`config.mk`:
```
export PLATFORM = sky130hd
export DESIGN_NAME = rx_pcs_align_ratematch_status
export DESIGN_NICKNAME = d
export VERILOG_FILES = /design/src/pkg/rx_pcs_pkg.sv /design/src/rtl/rx_pcs_align_ratematch_status.sv
export SDC_FILE = /design/constraint.sdc
export NUM_CORES = 1
export LEC_CHECK = 0
export ABC_AREA = 1
export BUFFER_PORTS_ARGS = -buffer_cell sky130_fd_sc_hd__buf_2
export CAP_MARGIN = 0
export CORE_ASPECT_RATIO = 1.4
export CORE_MARGIN = 10
export CORE_UTILIZATION = 35
export CTS_CLUSTER_DIAMETER = 150
export CTS_CLUSTER_SIZE = 20
export DETAILED_ROUTE_END_ITERATION = 10
export GPL_TIMING_DRIVEN = 1
export PLACE_DENSITY = 0.53
export SKIP_LAST_GASP = 1
export SYNTH_ARGS = -nofsm -noshare
export SYNTH_HDL_FRONTEND = slang
export SYNTH_SLANG_ARGS = --single-unit
```
`constraint.sdc`:
```
create_clock -name pclk -period 13.5 [get_ports pclk]
set_input_delay 0.675 -clock pclk [delete_from_list [all_inputs] [get_ports pclk]]
set_output_delay 0.675 -clock pclk [all_outputs]
set_load 0.02 [all_outputs]
```
`src/pkg/rx_pcs_pkg.sv`:
```
// package: constants and types for the receive pcs status block
// assumes: single pclk domain, apb register access
package rx_pcs_pkg;
  localparam logic [7:0] ctrl_off   = 8'h00;
  localparam logic [7:0] status_off = 8'h04;
  localparam logic [7:0] irq_off    = 8'h08;
  localparam logic [7:0] mask_off   = 8'h0C;
  localparam logic [7:0] rlvth_off  = 8'h10;
  localparam logic [7:0] rmlvl_off  = 8'h14;
  localparam logic [7:0] pat_off    = 8'h18;
  // control register fields
  localparam int c_mode_lo  = 0;
  localparam int c_ratematch = 2;
  localparam int c_bonded   = 3;
  localparam int c_corerd   = 4;
  localparam int c_bytedes  = 5;
  localparam int c_width10  = 6;
  // interrupt bits
  localparam int i_found  = 0;
  localparam int i_rlv    = 1;
  localparam int i_full   = 2;
  localparam int i_empty  = 3;
  localparam int i_ins    = 4;
  localparam int i_del    = 5;
  localparam int n_irq    = 6;
  localparam logic [31:0] ctrl_rst  = 32'h0000_0040;
  localparam logic [31:0] rlvth_rst = 32'h0000_0010;
  localparam logic [31:0] pat_rst   = 32'h0000_017C;
  localparam logic [31:0] rmlvl_rst = 32'h0000_0000;
  localparam logic [1:0] hold_nobd = 2'h2;
  localparam logic [1:0] hold_bd   = 2'h3;
  localparam real clk_ns = 4.0;
  typedef enum logic [1:0] {align_auto, align_manual, align_bitslip} align_mode_t;
  typedef enum logic [1:0] {dom_rec, dom_tx, dom_core, dom_rdclk} out_dom_t;
  typedef enum {al_search, al_locked} al_state_t;
endpackage

```
`src/rtl/rx_pcs_align_ratematch_status.sv`:
```
// file: receive pcs word alignment, polarity, run-length and rate-match status
// assumes: apb master on pclk; data word and async controls come from fabric/pins
`timescale 1ns/1ps
`default_nettype none
module rx_pcs_align_ratematch_status #(
  parameter int W = 10
) (
  // apb
  input  wire logic        pclk,
  input  wire logic        presetn,
  input  wire logic        psel,
  input  wire logic        penable,
  input  wire logic        pwrite,
  input  wire logic [7:0]  paddr,
  input  wire logic [31:0] pwdata,
  output logic [31:0]      prdata,
  output logic             pready,
  output logic             pslverr,
  // receive datapath
  input  wire logic [W-1:0] rx_word_in,
  input  wire logic         rx_word_valid,
  input  wire logic         rx_is_ctrl_in,
  input  wire logic         rm_insert_ev,
  input  wire logic         rm_delete_ev,
  input  wire logic         rm_full_in,
  input  wire logic         rm_empty_in,
  // async fabric controls
  input  wire logic         bitslip_req,
  input  wire logic         polarity_inv,
  input  wire logic         manual_align_enable_in,
  // status
  output logic [W-1:0]      aligned_word,
  output logic              align_locked,
  output logic              pattern_found_flag,
  output logic              run_length_viol,
  output logic              ratematch_insert_flag,
  output logic              ratematch_delete_flag,
  output logic              ratematch_full,
  output logic              ratematch_empty,
  output logic              ctrl_group_flag,
  output logic [1:0]        align_status_dom,
  output logic [1:0]        ratematch_dom,
  output logic              irq
);
  if (W != 10 && W != 8) begin : g_bad_w
    $error("W must be 8 or 10");
  end

  logic [31:0] ctrl_q, rlvth_q, pat_q;
  localparam int n_irq_w = rx_pcs_pkg::n_irq;
  logic [n_irq_w-1:0] irq_st_q, mask_q;
  logic acc;
  assign acc = psel && penable;

  // synchronisers: stage 1 read only by stage 2
  logic [2:0] s1_q, s2_q, s3_q;
  always_ff @(posedge pclk or negedge presetn) begin
    if (!presetn) begin
      s1_q <= 3'h0;
      s2_q <= 3'h0;
      s3_q <= 3'h0;
    end else begin
      s1_q <= {manual_align_enable_in, polarity_inv, bitslip_req};
      s2_q <= s1_q;
      s3_q <= s2_q;
    end
  end
  logic [2:0] ctl_q;
  always_ff @(posedge pclk or negedge presetn) begin
    if (!presetn) ctl_q <= 3'h0;
    else begin
      for (int i = 0; i < 3; i++) begin
        if (s2_q[i] == s3_q[i]) ctl_q[i] <= s3_q[i];
      end
    end
  end
  logic slip_prev_q;
  always_ff @(posedge pclk or negedge presetn) begin
    if (!presetn) slip_prev_q <= 1'b0;
    else slip_prev_q <= ctl_q[0];
  end

  rx_pcs_pkg::align_mode_t mode;
  assign mode = rx_pcs_pkg::align_mode_t'(ctrl_q[rx_pcs_pkg::c_mode_lo +: 2]);
  logic slip_rise;
  assign slip_rise = ctl_q[0] && !slip_prev_q && mode == rx_pcs_pkg::align_bitslip;

  // polarity inversion and word assembly
  logic [W-1:0] inv_word;
  assign inv_word = ctl_q[1] ? ~rx_word_in : rx_word_in;
  logic [W-1:0] prev_q;
  logic [2*W-1:0] pair;
  assign pair = {inv_word, prev_q};
  logic [$clog2(W)-1:0] off_q;
  always_ff @(posedge pclk or negedge presetn) begin
    if (!presetn) prev_q <= '0;
    else if (rx_word_valid) prev_q <= inv_word;
  end

  function automatic logic [W-1:0] win(input logic [2*W-1:0] p, input logic [$clog2(W)-1:0] o);
    win = p[o +: W];
  endfunction

  // pattern search over all offsets
  logic [W-1:0] hit;
  for (genvar g = 0; g < W; g++) begin : g_srch
    assign hit[g] = (win(pair, $clog2(W)'(g)) == pat_q[W-1:0]);
  end
  logic [$clog2(W)-1:0] hit_off;
  always_comb begin
    hit_off = '0;
    for (int i = W - 1; i >= 0; i--) begin
      if (hit[i]) hit_off = i[$clog2(W)-1:0];
    end
  end
  logic cur_hit;
  assign cur_hit = hit[off_q];
  logic may_align;
  assign may_align = mode == rx_pcs_pkg::align_auto || (mode == rx_pcs_pkg::align_manual && ctl_q[2]);

  rx_pcs_pkg::al_state_t st_q;
  always_ff @(posedge pclk or negedge presetn) begin
    if (!presetn) begin
      st_q  <= rx_pcs_pkg::al_search;
      off_q <= '0;
    end else if (slip_rise) begin
      off_q <= (off_q == $clog2(W)'(W - 1)) ? '0 : off_q + 1'b1;
      st_q  <= rx_pcs_pkg::al_search;
    end else if (rx_word_valid) begin
      case (st_q)
        rx_pcs_pkg::al_search: begin
          if (may_align && |hit) begin
            off_q <= hit_off;
            st_q  <= rx_pcs_pkg::al_locked;
          end
        end
        rx_pcs_pkg::al_locked: begin
          if (mode == rx_pcs_pkg::align_bitslip) st_q <= rx_pcs_pkg::al_search;
        end
        default: st_q <= rx_pcs_pkg::al_search;
      endcase
    end
  end

  // aligned outputs
  always_ff @(posedge pclk or negedge presetn) begin
    if (!presetn) begin
      aligned_word       <= '0;
      align_locked       <= 1'b0;
      pattern_found_flag <= 1'b0;
      ctrl_group_flag    <= 1'b0;
    end else begin
      aligned_word       <= win(pair, off_q);
      align_locked       <= st_q == rx_pcs_pkg::al_locked && mode != rx_pcs_pkg::align_bitslip;
      pattern_found_flag <= rx_word_valid && cur_hit;
      ctrl_group_flag    <= rx_word_valid && rx_is_ctrl_in;
    end
  end

  // run length tracking on the serial stream, lsb first
  logic       last_bit_q, run_over;
  logic [7:0] run_q, run_n;
  always_comb begin
    run_n    = run_q;
    run_over = 1'b0;
    for (int i = 0; i < W; i++) begin
      if (i == 0) run_n = (inv_word[0] == last_bit_q) ? run_q + 8'h01 : 8'h01;
      else run_n = (inv_word[i] == inv_word[i-1]) ? run_n + 8'h01 : 8'h01;
      if (run_n == 8'hFF) run_n = 8'hFE;
      if (run_n > rlvth_q[7:0]) run_over = 1'b1;
    end
  end
  logic [1:0] hold_len;
  assign hold_len = ctrl_q[rx_pcs_pkg::c_bytedes] ? rx_pcs_pkg::hold_bd : rx_pcs_pkg::hold_nobd;
  logic rlv_ev;
  assign rlv_ev = rx_word_valid && run_over;
  logic [1:0] rlv_cnt_q, full_cnt_q, empty_cnt_q;
  always_ff @(posedge pclk or negedge presetn) begin
    if (!presetn) begin
      last_bit_q <= 1'b0;
      run_q      <= 8'h00;
    end else if (rx_word_valid) begin
      last_bit_q <= inv_word[W-1];
      run_q      <= run_n;
    end
  end

  // stretched pulses: hold for at least hold_len cycles
  function automatic logic [1:0] stretch(input logic ev, input logic [1:0] c, input logic [1:0] h);
    stretch = ev ? h : (c != 2'h0 ? c - 2'h1 : 2'h0);
  endfunction
  always_ff @(posedge pclk or negedge presetn) begin
    if (!presetn) begin
      rlv_cnt_q   <= 2'h0;
      full_cnt_q  <= 2'h0;
      empty_cnt_q <= 2'h0;
    end else begin
      rlv_cnt_q   <= stretch(rlv_ev, rlv_cnt_q, hold_len);
      full_cnt_q  <= stretch(rm_full_in, full_cnt_q, hold_len);
      empty_cnt_q <= stretch(rm_empty_in, empty_cnt_q, hold_len);
    end
  end
  always_ff @(posedge pclk or negedge presetn) begin
    if (!presetn) begin
      run_length_viol       <= 1'b0;
      ratematch_full        <= 1'b0;
      ratematch_empty       <= 1'b0;
      ratematch_insert_flag <= 1'b0;
      ratematch_delete_flag <= 1'b0;
    end else begin
      run_length_viol       <= rlv_ev || rlv_cnt_q > 2'h1;
      ratematch_full        <= rm_full_in || full_cnt_q > 2'h1;
      ratematch_empty       <= rm_empty_in || empty_cnt_q > 2'h1;
      ratematch_insert_flag <= rm_insert_ev && ctrl_q[rx_pcs_pkg::c_ratematch];
      ratematch_delete_flag <= rm_delete_ev && ctrl_q[rx_pcs_pkg::c_ratematch];
    end
  end

  // domain reporting
  always_ff @(posedge pclk or negedge presetn) begin
    if (!presetn) begin
      align_status_dom <= 2'(rx_pcs_pkg::dom_rec);
      ratematch_dom    <= 2'(rx_pcs_pkg::dom_tx);
    end else begin
      if (ctrl_q[rx_pcs_pkg::c_corerd]) align_status_dom <= 2'(rx_pcs_pkg::dom_rdclk);
      else if (ctrl_q[rx_pcs_pkg::c_bonded]) align_status_dom <= 2'(rx_pcs_pkg::dom_core);
      else if (ctrl_q[rx_pcs_pkg::c_ratematch]) align_status_dom <= 2'(rx_pcs_pkg::dom_tx);
      else align_status_dom <= 2'(rx_pcs_pkg::dom_rec);
      ratematch_dom <= ctrl_q[rx_pcs_pkg::c_bonded] ? 2'(rx_pcs_pkg::dom_core) : 2'(rx_pcs_pkg::dom_tx);
    end
  end

  // interrupts: sticky, write one to clear, set wins
  logic [n_irq_w-1:0] ev;
  assign ev = {ratematch_delete_flag, ratematch_insert_flag, ratematch_empty,
               ratematch_full, run_length_viol, pattern_found_flag};
  logic wr;
  assign wr = acc && pwrite;
  always_ff @(posedge pclk or negedge presetn) begin
    if (!presetn) irq_st_q <= '0;
    else begin
      for (int i = 0; i < n_irq_w; i++) begin
        if (ev[i]) irq_st_q[i] <= 1'b1;
        else if (wr && paddr == rx_pcs_pkg::irq_off && pwdata[i]) irq_st_q[i] <= 1'b0;
      end
    end
  end
  always_ff @(posedge pclk or negedge presetn) begin
    if (!presetn) irq <= 1'b0;
    else irq <= |(irq_st_q & mask_q);
  end

  // apb registers
  always_ff @(posedge pclk or negedge presetn) begin
    if (!presetn) begin
      ctrl_q  <= rx_pcs_pkg::ctrl_rst;
      rlvth_q <= rx_pcs_pkg::rlvth_rst;
      pat_q   <= rx_pcs_pkg::pat_rst;
      mask_q  <= '0;
    end else if (wr) begin
      case (paddr)
        rx_pcs_pkg::ctrl_off:  ctrl_q  <= pwdata;
        rx_pcs_pkg::rlvth_off: rlvth_q <= pwdata;
        rx_pcs_pkg::pat_off:   pat_q   <= pwdata;
        rx_pcs_pkg::mask_off:  mask_q  <= pwdata[n_irq_w-1:0];
        default: ;
      endcase
    end
  end
  logic mapped;
  always_comb begin
    case (paddr)
      rx_pcs_pkg::ctrl_off, rx_pcs_pkg::status_off, rx_pcs_pkg::irq_off, rx_pcs_pkg::mask_off,
      rx_pcs_pkg::rlvth_off, rx_pcs_pkg::pat_off: mapped = 1'b1;
      default: mapped = 1'b0;
    endcase
  end
  always_ff @(posedge pclk or negedge presetn) begin
    if (!presetn) begin
      prdata  <= 32'h0000_0000;
      pready  <= 1'b0;
      pslverr <= 1'b0;
    end else begin
      pready  <= psel && !penable;
      pslverr <= psel && !penable && !mapped;
      if (psel && !penable && !pwrite) begin
        case (paddr)
          rx_pcs_pkg::ctrl_off:   prdata <= ctrl_q;
          rx_pcs_pkg::status_off: prdata <= {24'h0, ratematch_empty, ratematch_full, st_q == rx_pcs_pkg::al_locked,
                                             1'b0, 4'(off_q)};
          rx_pcs_pkg::irq_off:    prdata <= {26'h0, irq_st_q};
          rx_pcs_pkg::mask_off:   prdata <= {26'h0, mask_q};
          rx_pcs_pkg::rlvth_off:  prdata <= rlvth_q;
          rx_pcs_pkg::pat_off:    prdata <= pat_q;
          default:                prdata <= 32'h0000_0000;
        endcase
      end
    end
  end
endmodule
`default_nettype wire

```
### Word-level counts from Yosys, hierarchy flattened

Index checks and enable logic that the tools add are counted.

| storage, ports and cells | value |
|---|---|
| flip-flop bits (word level) | 239 |
| output and inout port bits | 57 |
| input port bits | 64 |

| cells by class | value |
|---|---|
| bitwise operators | 2 |
| shifts and indexed selects | 1 |
| mux-type cells | 78 |
| $lt $le $gt $ge | 14 |
| equality and inequality tests | 46 |
| add/subtract/negate cells | 14 |
| reductions and logical operators | 54 |

Operator list:

| kind | number |
|---|---|
| $pmux W32 S6 | 1 |
| $mux W8 | 20 |
| $mux W32 | 4 |
| $eq A10 B10 Y1 | 10 |
| $add A8 B1 Y8 const B | 10 |
| $eq A8 B8 Y1 const B | 10 |
| $gt A8 B8 Y1 | 10 |
| $pmux W32 S2 | 1 |
| $mux W4 | 15 |
| $eq A32 B1 Y1 const B | 1 |
| $eq A32 B2 Y1 const B | 1 |
| $logic_not A32 Y1 | 1 |
| $mux W1 | 26 |
| $reduce_bool A2 Y1 | 12 |
| $logic_and A1 B1 Y1 | 22 |
| $shiftx A20 B5 Y10 | 1 |
| $mux W2 | 9 |
| $eq A8 B4 Y1 const B | 2 |
| $eq A8 B5 Y1 const B | 2 |
| $eq A1 B1 Y1 | 13 |
| $reduce_or A6 Y1 | 2 |
| $mux W10 | 1 |
| $not A10 Y10 | 1 |
| $reduce_or A10 Y1 | 1 |
| 18 further kinds | 33 |

### Logic depth before layout (Yosys ltp)

Gate-level depths: netlist of the first run.

| depth | value |
|---|---|
| depth in word-level cells | 46 |
| depth in mapped cells | 123 |

### Worst setup path before layout of the first run

No wires, ideal clock.

| path | value |
|---|---|
| path kind | input to register |
| from | input rx_word_in[0] |
| to | register rlv_cnt_q[0] |
| data required time | 13.373 ns |
| arrival | 12.321 ns |
| cell stages on the path | 116 |
| path buffers | 0 |
| setup slack | 1.053 ns |
| path through | nand2_1 nand3_2 nand2_4 nand3_1 nor2_1 nand3_2 nand2_1 inv_1 ha_1 inv_1 nor2_1 nand3_1 nand2_1 nor2_4 nand3_1 nor2_1 nand4_2 nand2_1 [80 not listed] nand2_1 o21ai_1 nand2_1 nor2_1 nand4_1 nor2_1 nand2_1 nand2_1 ha_1 inv_1 a21oi_1 o21a_1 o221ai_1 o21ai_0 nand3_1 nand2_1 nand3_1 o21ai_0 |

| between the ends | value |
|---|---|
| cells in the longest elaborated chain, start to end | 46 |
| elaborated cells on any way between the ends | 65 |
| those cells by class | add/sub (9); order compare (10); eq/ne (12); mux (32); bitwise (1); reduce/logical (1) |

RTL lines:

| element | RTL line | RTL |
|---|---|---|
| start, declared | rx_pcs_align_ratematch_status.sv:20 | `input wire logic [W-1:0] rx_word_in,` |
| $not A10 Y10 | rx_pcs_align_ratematch_status.sv:90 | `assign inv_word = ctl_q[1] ? ~rx_word_in : rx_word_in;` |
| $mux W10 * | rx_pcs_align_ratematch_status.sv:90 |  |
| $eq A1 B1 Y1 | rx_pcs_align_ratematch_status.sv:167 | `if (i == 0) run_n = (inv_word[0] == last_bit_q) ? run_q + 8'h01 : 8'h01;` |
| $mux W8 | rx_pcs_align_ratematch_status.sv:167 |  |
| $eq A8 B8 Y1 | rx_pcs_align_ratematch_status.sv:169 | `if (run_n == 8'hFF) run_n = 8'hFE;` |
| $mux W8 | rx_pcs_align_ratematch_status.sv:169 |  |
| $add A8 B1 Y8 | rx_pcs_align_ratematch_status.sv:168 | `else run_n = (inv_word[i] == inv_word[i-1]) ? run_n + 8'h01 : 8'h01;` |
| $mux W8 * | rx_pcs_align_ratematch_status.sv:168 |  |
| [31 not listed] | - |  |
| $mux W8 * | rx_pcs_align_ratematch_status.sv:168 |  |
| $eq A8 B8 Y1 | rx_pcs_align_ratematch_status.sv:169 |  |
| $mux W8 * | rx_pcs_align_ratematch_status.sv:169 |  |
| named net run_n[4] | rx_pcs_align_ratematch_status.sv:162 | `logic [7:0] run_q, run_n;` |
| $gt A8 B8 Y1 * | rx_pcs_align_ratematch_status.sv:170 | `if (run_n > rlvth_q[7:0]) run_over = 1'b1;` |
| $mux W1 * | rx_pcs_align_ratematch_status.sv:170 |  |
| $logic_and A1 B1 Y1 * | rx_pcs_align_ratematch_status.sv:176 | `assign rlv_ev = rx_word_valid && run_over;` |
| $mux W2 * | rx_pcs_align_ratematch_status.sv:190 | `stretch = ev ? h : (c != 2'h0 ? c - 2'h1 : 2'h0);` |
| end signal, assigned | rx_pcs_align_ratematch_status.sv:198 | `rlv_cnt_q <= stretch(rlv_ev, rlv_cnt_q, hold_len);` |
| end, declared | rx_pcs_align_ratematch_status.sv:177 | `logic [1:0] rlv_cnt_q, full_cnt_q, empty_cnt_q;` |

The timed path passes the listed nets; every way through them passes the cells marked *.
A chain may end at the register's enable or synchronous reset.

### Worst setup path after layout of the first run

| path | value |
|---|---|
| from | register run_q[0] |
| to | register rlv_cnt_q[0] |

| between the ends | value |
|---|---|
| cells in the longest elaborated chain, start to end | 44 |
| elaborated cells on any way between the ends | 62 |
| those cells by class | add/sub (10); order compare (10); eq/ne (10); mux (31); reduce/logical (1) |

RTL lines:

| element | RTL line | RTL |
|---|---|---|
| start, declared | rx_pcs_align_ratematch_status.sv:162 |  |
| start signal, assigned | rx_pcs_align_ratematch_status.sv:184 | `run_q <= run_n;` |
| $add A8 B1 Y8 * | - |  |
| $mux W8 * | rx_pcs_align_ratematch_status.sv:167 |  |
| $eq A8 B8 Y1 | rx_pcs_align_ratematch_status.sv:169 |  |
| $mux W8 * | rx_pcs_align_ratematch_status.sv:169 |  |
| $add A8 B1 Y8 * | rx_pcs_align_ratematch_status.sv:168 |  |
| $mux W8 * | rx_pcs_align_ratematch_status.sv:168 |  |
| $eq A8 B8 Y1 | rx_pcs_align_ratematch_status.sv:169 |  |
| $mux W8 * | rx_pcs_align_ratematch_status.sv:169 |  |
| [29 not listed] | - |  |
| $mux W8 * | rx_pcs_align_ratematch_status.sv:168 |  |
| $eq A8 B8 Y1 | rx_pcs_align_ratematch_status.sv:169 |  |
| $mux W8 * | rx_pcs_align_ratematch_status.sv:169 |  |
| named net run_n[4] | rx_pcs_align_ratematch_status.sv:162 |  |
| $gt A8 B8 Y1 * | rx_pcs_align_ratematch_status.sv:170 |  |
| $mux W1 * | rx_pcs_align_ratematch_status.sv:170 |  |
| $logic_and A1 B1 Y1 * | rx_pcs_align_ratematch_status.sv:176 |  |
| $mux W2 * | rx_pcs_align_ratematch_status.sv:190 |  |

Marks and branches as above.

==> parameters.txt, run 1 <==
Parameter                              Value

Setup path
  Data required, critical path    13.94 ns
  Startpoint class of the critical path    flop
  Arrival time at the worst endpoint    around 13 ns
  Largest delay contributor family on the critical path    simple AND/OR/NAND/NOR gates
  Setup CP Type    flop to flop
  Buf+Inv Stages, Crit Path    25
  Startpoint of the worst register-to-register path    run_q[0]
  CP endpoint kind    flop
  Reg2reg end    rlv_cnt_q[0]
  CP max-delay cell    dfrtp_1
  Biggest fanout along the worst timing path    7
  Most numerous cell on the critical path    inv_1
  Number of cells on the worst reg-to-reg path    ~110
  Delay of the slowest cell on the worst path    around 0.42 ns
  Register-to-register setup slack    1.25 ns

Place
  Post-DP HPWL    roughly 37 mm
  Placed Cells    around 2700
  Number of buffers added on ports    120
  Final weighted congestion in routability-driven placement    between 0.9 and 1
  Area of placed instances    16300 um^2
  Worst setup slack before clock tree synthesis    ~0.25 ns

Finish
  Number of fill cells    between 4000 and 5000
  Number of nets at the end of the flow    roughly 2300
  Final Instance Area    17000 um^2
  Final core area utilization    between 40 and 50%
  Multi-input gate area in the final layout    around 8400 um^2
  Share of layout cells above drive strength 1    16.8%
  Number of standard cells in the layout, taps in and fillers out    between 2000 and 3000
  Total area of sequential cells    ~5200 um^2
  Signed area change from the synthesized netlist to the final layout    15.2%

Status
  Result of the run    complete, no violations

Yosys
  Share of synthesized area occupied by flip-flops and latches    35.3%
  Most frequent cell after synthesis    nand2_1
  Library cell with the largest summed area after synthesis    dfrtp_1
  Netlist area before placement    approximately 15000 um^2
  Top cells by area, synth    dfrtp_1 34%, nand2_1 12%, ha_1 7.7%, o21ai_0 7.2%, inv_1 6.4%
  Synthesis-stage register bit count    about 210
  Number of warning messages in the yosys log    0
  Synth top cells by count    466 x nand2_1, 251 x inv_1, 213 x o21ai_0
  Top_reg_cell synth    dfrtp_1
  Number of cells produced by synthesis    2020
  Syn_nets    2174
  Synthesized area per cell    about 7.3 um^2
  Number of synthesized flops with an enable pin    0
  Fraction of registers with async set/reset    100%
  Portion of synthesized cell area occupied by the leading cell type    around 34%
  Count of unique library cells instantiated by Yosys    57

Timing
  Setup TNS after final layout    0 ns
  Transition time at the pin with the least slew margin    between 1 and 1.5 ns
  Number of max-slew violations in the final report    0
  Final setup violation count    0
  Minimum hold slack    0.275 ns
  Maximum operating frequency    roughly 80 MHz
  Part of the cycle the worst path needs    90.7%
  Max-slew headroom at the worst pin    about 24%
  Post-layout worst setup margin    roughly 1.2 ns
  Setup clock skew after layout    0.0302 ns
  Final hold violation count    0
  Clock period minus final worst setup slack    ~12 ns

Floorplanning
  Die X    around 190 um
  Floorplan die area    just over 50000 um^2
  Number of placement rows    88
  Initial cell density of the core    a little over a third
  Floorplan die height    ~260 um
  I/O pin count    roughly 120
  Core footprint    around 41000 um^2

Clock network
  Cell at the root of the clock tree    clkbuf_16
  Number of hold-repair buffers added at the cts stage    0
  Worst skew pair latency    0.51 ns
  Depth of the CTS H-tree    1
  Num CTS Buffers    14
  Maximum number of buffers from clock root to sink    3
  Register clock-pin slew on the reported worst setup and hold paths    between 0.1 and 0.15 ns
  Clock tree from TritonCTS    done
  Total number of clock tree sinks    ~210

Route
  Total iterations of the first detailed-routing run    5
  WL/cell    roughly 18 um
  Number of DRC markers after the initial detailed-route iteration    between 800 and 900
  Post-detailed-route count of antenna-violating nets    0
  Via density per instance    about 5.2
  Number of vias after detailed routing    14194
  Remaining design rule violation count    0
  Detailed Route WL    roughly 50 mm

Global routing
  First-pass GRT wire length    about 80 mm
  Total grt overflow    0
  Maximum number of pins on one net before global-route repair    132
  Global Route Usage Sum    roughly a fifth
  Antenna violations before repair    2
  Via count of the first global-routing pass    13679

Worst hold path
  Worst hold path class    input pin to async pin

Power
  Pwr dens    around 110 nW/um^2
  Power, Total    1.93 mW
  Leakage dissipation    ~8.3 nW
  Largest voltage drop on the vdd net    ~0.083 mV

Run
  Maxcap violations    0
-- how the worst max path moves through the flow --
stage	to	from	depth (start not counted)
final	rlv_cnt_q[0]	run_q[0]	112
after global routing	rlv_cnt_q[0]	run_q[0]	116
after CTS	rlv_cnt_q[0]	run_q[0]	115
after detailed placement	rlv_cnt_q[0]	rx_word_in[0]	115
after global placement	rlv_cnt_q[0]	rx_word_in[0]	114
after floorplan	rlv_cnt_q[0]	rx_word_in[0]	116
-- cells by family (layout without fill, tap and decap cells) --
kind of cell	Yosys count	in the layout	synth area share [%]
and+or+nand+nor	888	888	27.2
adders and majority gates	93	93	7.86
other	0	1	0
xor gates and xnor gates	65	65	4.05
buffers and inverters	349	504	8.97
DFF	207	207	35.3
AOI/OAI and AO/OA	413	413	16.3
muxes	5	5	0.340
-- area by class of cell --
type	instances	share of cell area, %
clock inverter	2	0.0959
tap	540	3.98
antenna	1	0.0148
timing repair buffer	207	7.45
clock buffer	21	2.35
inverter	274	6.08
multi-input combinational	1464	49.4
sequential	207	30.6
-- report_power, final --
| part | leakage [nW] | internal [mW] | switching [mW] |
|---|---|---|---|
| Clock | 0.197 | 0.208 | 0.231 |
| Sequential | 2.72 | 0.657 | 0.0410 |
| Combinational | 5.38 | 0.299 | 0.496 |
| Total | 8.29 | 1.16 | 0.768 |
-- registers in the layout (all words and copies together), names as in the netlist, 8 cells and up --
register / cells
aligned_word: 10
ctrl_q: 32
pat_q: 32
prdata: 32
prev_q: 10
rlvth_q: 32
run_q: 8
-- metal layers --
layer  global-route usage [%]  wire [um]  vias up
li1                         -          -     7035
met1                     22.7      21200     6758
met2                     33.7      25500      334
met3                     2.58       2230       63
met4                     4.27       1090        4
met5                        0         21        -
-- layout by cell type, fill, tap and decap left out, types with 7 or more instances in the layout --
cell         n
nor2_1     135
o21ai_0    211
clkbuf_16   15
nand2_1    458
o221ai_1    10
a21oi_1     70
ha_1        87
a22o_1      10
inv_1      247
nor2_2      37
a211oi_1     7
nand3_1     90
or2_2        8
buf_2      119
nor4_1      10
dfstp_2      9
nor3_1      23
dfrtp_1    197
a221oi_1    15
buf_4       87
inv_2       20
nand2_2     17
nand3_2     20
o22ai_1     40
nand4_1     67
xor2_1      41
xnor2_1     21
-- timing repair --
item                                    CTS  global route
buffers inserted                          0            13
endpoints found under the setup margin    0             3
resized for setup                         0            50
Note: power is estimated with default switching activity, not from simulation.
==> run 2: changes to the inputs <==
--- a/config.mk
+++ b/config.mk
@@ -16,6 +16,7 @@
 export DETAILED_ROUTE_END_ITERATION = 10
 export GPL_TIMING_DRIVEN = 1
 export PLACE_DENSITY = 0.53
+export REMOVE_ABC_BUFFERS = 1
 export SKIP_LAST_GASP = 1
 export SYNTH_ARGS = -nofsm -noshare
 export SYNTH_HDL_FRONTEND = slang
==> run 2 against run 1 <==
  * Via count down 0.36%
  * Largest cell class unchanged
  * Sequential power about the same
  * Sequential cell count unchanged
  * Clock power down 1%
  * Design area down 0.67%
  * Routed wire length down 4.5%
  * Critical endpoint unchanged
  * Critical path type unchanged
  * Non-clock buffer count down 15
  * Clock-buffer cell count up 1
==> parameters.txt, run 2 (synthesis gave the netlist of run 1 again) <==
Parameter                              Value

Finish
  Number of fill cells    roughly 4500
  Commonest non-fill, non-tap cell in the layout    nand2_1
  Number of nets at the end of the flow    about 2300
  Share of layout cells above drive strength 1    between 10% and 20%
  Most frequent cells in the layout    456 x nand2_1, 247 x inv_1, 209 x o21ai_0
  Number of standard cells in the layout, taps in and fillers out    around 2700
  Signed area change from the synthesized netlist to the final layout    14.5%
  Multi-input gate area in the final layout    around 8400 um^2
  Total area of sequential cells    between 5000 and 6000 um^2
  Final Instance Area    roughly 17000 um^2

Clock network
  Number of hold-repair buffers added at the cts stage    0
  Worst skew pair latency    between 0.5 and 0.6 ns
  Clock tree from TritonCTS    done
  Num CTS Buffers    14
  Total number of clock tree sinks    about 210
  Depth of the CTS H-tree    1
  Maximum number of buffers from clock root to sink    3
  Register clock-pin slew on the reported worst setup and hold paths    around 0.10 ns
  Cell at the root of the clock tree    clkbuf_16

Floorplanning
  Number of placement rows    approximately 90
  Die X    193 um
  Initial cell density of the core    35.5%
  Core footprint    41400 um^2
  Floorplan die height    263 um
  Floorplan die area    just over 50000 um^2
  I/O pin count    121

Timing
  Part of the cycle the worst path needs    between 80% and 90%
  Max-slew headroom at the worst pin    between 20% and 30%
  Final setup violation count    0
  Number of max-slew violations in the final report    0
  Transition time at the pin with the least slew margin    1.15 ns
  Post-layout worst setup margin    1.40 ns
  Final hold violation count    0
  Setup clock skew after layout    0.0236 ns
  Maximum operating frequency    approximately 83 MHz
  Clock period minus final worst setup slack    approximately 12 ns

Route
  Remaining design rule violation count    0
  WL/cell    roughly 18 um
  Total iterations of the first detailed-routing run    7
  Via density per instance    between 5 and 6
  Post-detailed-route count of antenna-violating nets    0
  Number of DRC markers after the initial detailed-route iteration    between 900 and 1000
  Detailed Route WL    roughly 48 mm
  Number of vias after detailed routing    between 10000 and 15000

Global routing
  First-pass GRT wire length    76.4 mm
  Total grt overflow    0
  Maximum number of pins on one net before global-route repair    around 130
  Antenna violations before repair    4
  Global Route Usage Sum    17.9%
  Via count of the first global-routing pass    between 10000 and 15000

Power
  Power, Total    between 1.5 and 2 mW
  Largest voltage drop on the vdd net    0.0678 mV
  Leakage dissipation    8.22 nW
  Pwr dens    112 nW/um^2

Setup path
  CP max-delay cell    dfrtp_1
  Setup CP Type    flop to flop
  Biggest fanout along the worst timing path    7
  Data required, critical path    13.87 ns
  CP endpoint kind    flop
  Startpoint of the worst register-to-register path    run_q[1]
  Delay of the slowest cell on the worst path    around 0.41 ns
  Startpoint of the worst setup timing path    run_q[1]
  Most numerous cell on the critical path    inv_1
  Arrival time at the worst endpoint    roughly 12 ns
  Startpoint class of the critical path    flop

Place
  Placed Cells    between 2000 and 3000
  Worst setup slack before clock tree synthesis    about 0.29 ns
  Area of placed instances    16200 um^2
  Post-DP HPWL    between 30 and 40 mm
  Final weighted congestion in routability-driven placement    0.894
  Number of buffers added on ports    120

Worst hold path
  Worst hold path class    input pin to flop
  Worst hold start    polarity_inv

Run
  Maxcap violations    0

Status
  Result of the run    complete, no violations
[run 2: cell count changes in the layout (fill, tap and decap cells not counted), sizes merged]
cell and change:
diode +1, inv -1, buf -15, clkinvlp -1, clkinv +2, clkbuf +1
[run 2: layer usage]
layer	vias to the layer above	routed length, um	part of all wire [%]	GRT usage [%]
met4	4	1190	2.5	4.31
met2	318	23800	50	32.3
met3	85	2250	4.7	2.69
met1	6738	20500	43	21.6
li1	6998	-	-	-
met5	-	25	0.052	0
[run 2: timing repair]
action	4_1_cts	5_1_grt
setup buffers	0	9
endpoints found under the setup margin	0	6
resized for setup	0	57
[run 2: worst paths after layout]
path | end | cells past startpoint | slack, ns
worst max-delay path | rlv_cnt_q[0] | 117 | 1.40
worst min-delay path | s1_q[1] | 1 | 0.27
worst max register to register | rlv_cnt_q[0] | 117 | 1.40
worst min register to register | s2_q[2] | 0 | 0.36
max in group asynchronous | pready | 2 | 11.61
min in group asynchronous | prdata[19] | 1 | 0.31
[run 2: cell type report]
cell class / instances / area share, %
Inverter: 274 / 6.12
Clock buffer: 22 / 2.26
Antenna cell: 2 / 0.0297
Timing Repair Buffer: 192 / 6.83
Tap cell: 540 / 4.01
Multi-Input combinational cell: 1464 / 49.7
Clock inverter: 2 / 0.193
Sequential cell: 207 / 30.8
[run 2: where the power goes]
group	total (mW)	switching, mW	internal [mW]
Combinational	0.761	0.478	0.283
Sequential	0.697	0.0402	0.657
Clock	0.433	0.233	0.200
Total	1.89	0.751	1.14
[run 2: worst max-delay path: cells and delay by family (launching register included)]
| family | cells | cell delay [ns] |
|---|---|---|
| flops | 1 | 0.41 |
| fa+ha+maj | 11 | 2.08 |
| xor+xnor | 2 | 0.31 |
| simple gates | 70 | 6.50 |
| buf+inv | 26 | 1.79 |
| compound gates | 8 | 0.82 |
[run 2: per-stage QoR]
stage | hold slack (ns) | util, % | setup TNS [ns]
after global placement | 0.333 | 39.1 | 0
after detailed placement | 0.338 | 39.1 | 0
after CTS | 0.250 | 40.1 | 0
final | 0.271 | 40.7 | 0
after global routing | 0.255 | 40.7 | -0.154
after floorplan | 0.331 | - | 0
==> run 3: changes to the inputs <==
--- a/config.mk
+++ b/config.mk
@@ -5,7 +5,6 @@
 export SDC_FILE = /design/constraint.sdc
 export NUM_CORES = 1
 export LEC_CHECK = 0
-export ABC_AREA = 1
 export BUFFER_PORTS_ARGS = -buffer_cell sky130_fd_sc_hd__buf_2
 export CAP_MARGIN = 0
 export CORE_ASPECT_RATIO = 1.4
==> run 3 against run 2 <==
  * The flow now finishes with violations (negative setup slack)
  * Sequential power fell by 2%
  * Critical path depth fell by 27
  * Maximum frequency shrank 16%
  * Sequential share of layout area decreased by 5.4 points
  * Clock power hardly changed
  * Worst hold slack got worse by 0.13 ns
  * Core utilization up 4.9 points
  * First-iteration DRC count is 16% lower
  * Sequential cell count unchanged
==> parameters.txt, run 3 <==
Parameter                              Value

Status
  Result of the run    complete, but fails checks
  Failing checks    negative setup slack

Power
  Largest voltage drop on the vdd net    a little under 0.09 mV
  Pwr dens    86.3 nW/um^2
  Leakage dissipation    around 9.6 nW
  Power, Total    about 1.8 mW

Yosys
  Synth top cells by count    198 x dfrtp_1, 107 x mux2_2, 102 x nand2_1
  Most frequent cell after synthesis    dfrtp_1
  Netlist area before placement    ~16000 um^2
  Count of unique library cells instantiated by Yosys    around 110
  Share of synthesized area occupied by flip-flops and latches    between 30% and 40%
  Top_reg_cell synth    dfrtp_1
  Number of warning messages in the yosys log    0
  Portion of synthesized cell area occupied by the leading cell type    about a third
  Library cell with the largest summed area after synthesis    dfrtp_1
  Number of synthesized flops with an enable pin    0
  Synthesis-stage register bit count    about 210
  Synthesized area per cell    9.57 um^2
  Fraction of registers with async set/reset    100%
  Top cells by area, synth    dfrtp_1 31%, mux2_2 7.6%, ha_1 7.1%, xnor2_1 5.5%, xor2_1 3.4%
  Number of cells produced by synthesis    roughly 1600

Timing
  Part of the cycle the worst path needs    107%
  Minimum hold slack    between 0.1 and 0.15 ns
  Transition time at the pin with the least slew margin    around 1 ns
  Post-layout worst setup margin    -0.951 ns
  RSZ-0062 raised after global routing    yes
  Setup clock skew after layout    around 0.017 ns
  Max-slew headroom at the worst pin    a little under a third
  Final hold violation count    0
  Final setup violation count    3
  Number of max-slew violations in the final report    0
  Maximum operating frequency    69.2 MHz
  Clock period minus final worst setup slack    ~14 ns

Global routing
  Maximum number of pins on one net before global-route repair    84
  Total grt overflow    0
  Global Route Usage Sum    between 20% and 30%
  Via count of the first global-routing pass    15160
  First-pass GRT wire length    86.4 mm
  Antenna violations before repair    6

Setup path
  Number of cells on the worst reg-to-reg path    90
  Startpoint of the worst register-to-register path    run_q[0]
  CP Capture Point    rlv_cnt_q[0]
  Arrival time at the worst endpoint    between 10 and 15 ns
  Biggest fanout along the worst timing path    5
  Buf+Inv Stages, Crit Path    27
  CP endpoint kind    flop
  Setup CP Type    flop to flop
  Delay of the slowest cell on the worst path    ~0.52 ns
  Largest delay contributor family on the critical path    simple AND/OR/NAND/NOR gates
  CP max-delay cell    or4_4
  Register-to-register setup slack    -0.95 ns
  Most numerous cell on the critical path    buf_4
  Data required, critical path    roughly 14 ns
  Startpoint of the worst setup timing path    run_q[0]
  Reg2reg end    rlv_cnt_q[0]
  Number of cells on the critical path    90
  Startpoint class of the critical path    flop

Floorplanning
  Die X    ~200 um
  Initial cell density of the core    between 30% and 40%
  Core footprint    44800 um^2
  Floorplan die height    roughly 270 um
  I/O pin count    between 100 and 150
  Number of placement rows    between 90 and 100
  Floorplan die area    between 50000 and 60000 um^2

Clock network
  Number of hold-repair buffers added at the cts stage    0
  Cell at the root of the clock tree    clkbuf_16
  Register clock-pin slew on the reported worst setup and hold paths    0.09 ns
  Maximum number of buffers from clock root to sink    3
  Num CTS Buffers    14
  Total number of clock tree sinks    207
  Depth of the CTS H-tree    1
  Clock tree from TritonCTS    done
  Worst skew pair latency    0.48 ns

Place
  Post-DP HPWL    41.4 mm
  Number of buffers added on ports    between 100 and 150
  Final weighted congestion in routability-driven placement    between 0.9 and 1
  Area of placed instances    between 15000 and 20000 um^2

Finish
  Most frequent cells in the layout    363 x buf_4, 197 x dfrtp_1, 119 x buf_2
  Share of layout cells above drive strength 1    37.4%
  Commonest non-fill, non-tap cell in the layout    buf_4
  Signed area change from the synthesized netlist to the final layout    29.4%
  Final Instance Area    between 20000 and 25000 um^2
  Number of nets at the end of the flow    about 2200

Route
  Number of vias after detailed routing    14479
  Post-detailed-route count of antenna-violating nets    0
  Number of DRC markers after the initial detailed-route iteration    slightly below 800
  Via density per instance    between 5 and 6
  WL/cell    between 20 and 25 um
  Total iterations of the first detailed-routing run    5
  Detailed Route WL    55.2 mm
  Remaining design rule violation count    0

Run
  Maxcap violations    0

Worst hold path
  Worst hold path class    input pin to async pin
run 3: changes by cell type after synthesis, moves of 21 or more:
cell	before	now
inv_1	251	39
a22oi_1	0	31
nor2_1	154	90
nand2_1	466	102
xnor2_1	21	100
mux2_2	0	107
nand3_1	95	67
nand4_1	67	36
o22ai_1	40	7
mux4_2	0	21
o21ai_0	213	101
and2_1	0	29
nand2b_1	0	22
a21o_1	0	29
run 3: logic make-up after synthesis:
kind of cell    Yosys count  share of synthesized area, %
simple gates            482                          16.1
compound gates          399                          17.8
flops                   207                          32.9
xor+xnor                165                          9.35
mux                     160                          12.9
buf+inv                 143                          3.65
fa+ha+maj                93                          7.32
run 3: final cells by class:
cell class	count	area (um^2)
flip-flops and latches	207	5190
multi-input cells	1299	10500
well taps	564	706
inverters	43	164
fillers	4293	24400
clock inverters	1	16.3
repair buffers	489	3400
clock buffers	22	402
diodes	3	7.51
run 3: metrics by stage:
stage                     cells  worst slack (ns)  setup TNS (ns)  util (%)
after floorplan            1549             -3.46          -20.36         -
after global placement     2540             -1.70           -5.43      42.5
after detailed placement   2540             -2.13           -7.89      42.5
after CTS                  2608            -0.686           -1.94      44.9
after global routing       2626             -1.62           -4.90      45.6
final                      2628            -0.951           -2.70      45.6
run 3: how the worst min path moves through the flow:
stage                 start              end  slack (ns)  depth (start not counted)
CTS                 presetn  aligned_word[8]        0.19                          1
detailed placement  s1_q[0]          s2_q[0]        0.34                          0
floorplan           s1_q[0]          s2_q[0]        0.33                          0
global route        presetn  aligned_word[5]        0.20                          1
finish              presetn  aligned_word[4]        0.14                          1
global placement    s1_q[1]          s2_q[1]        0.33                          0
run 3: layer usage:
metal | routed length, um | up-vias | GRT usage, %
li1 | - | 6876 | -
met1 | 22000 | 7158 | 22.9
met2 | 28800 | 338 | 36.9
met3 | 2330 | 101 | 2.79
met4 | 1960 | 6 | 6.75
met5 | 35 | - | 0
run 3: report_power, final:
part	leakage, nW	switching [mW]	internal (mW)
clock	0.200	0.222	0.209
combinational	6.72	0.334	0.317
sequential	2.67	0.0357	0.647
run 3: timing repair:
| action | 4_1_cts | 5_1_grt |
|---|---|---|
| gates resized for setup | 76 | 36 |
| pin swaps | 53 | 41 |
| endpoints found under the hold margin | 0 | 0 |
| buffers inserted | 45 | 17 |
| endpoints found under the setup margin | 7 | 7 |
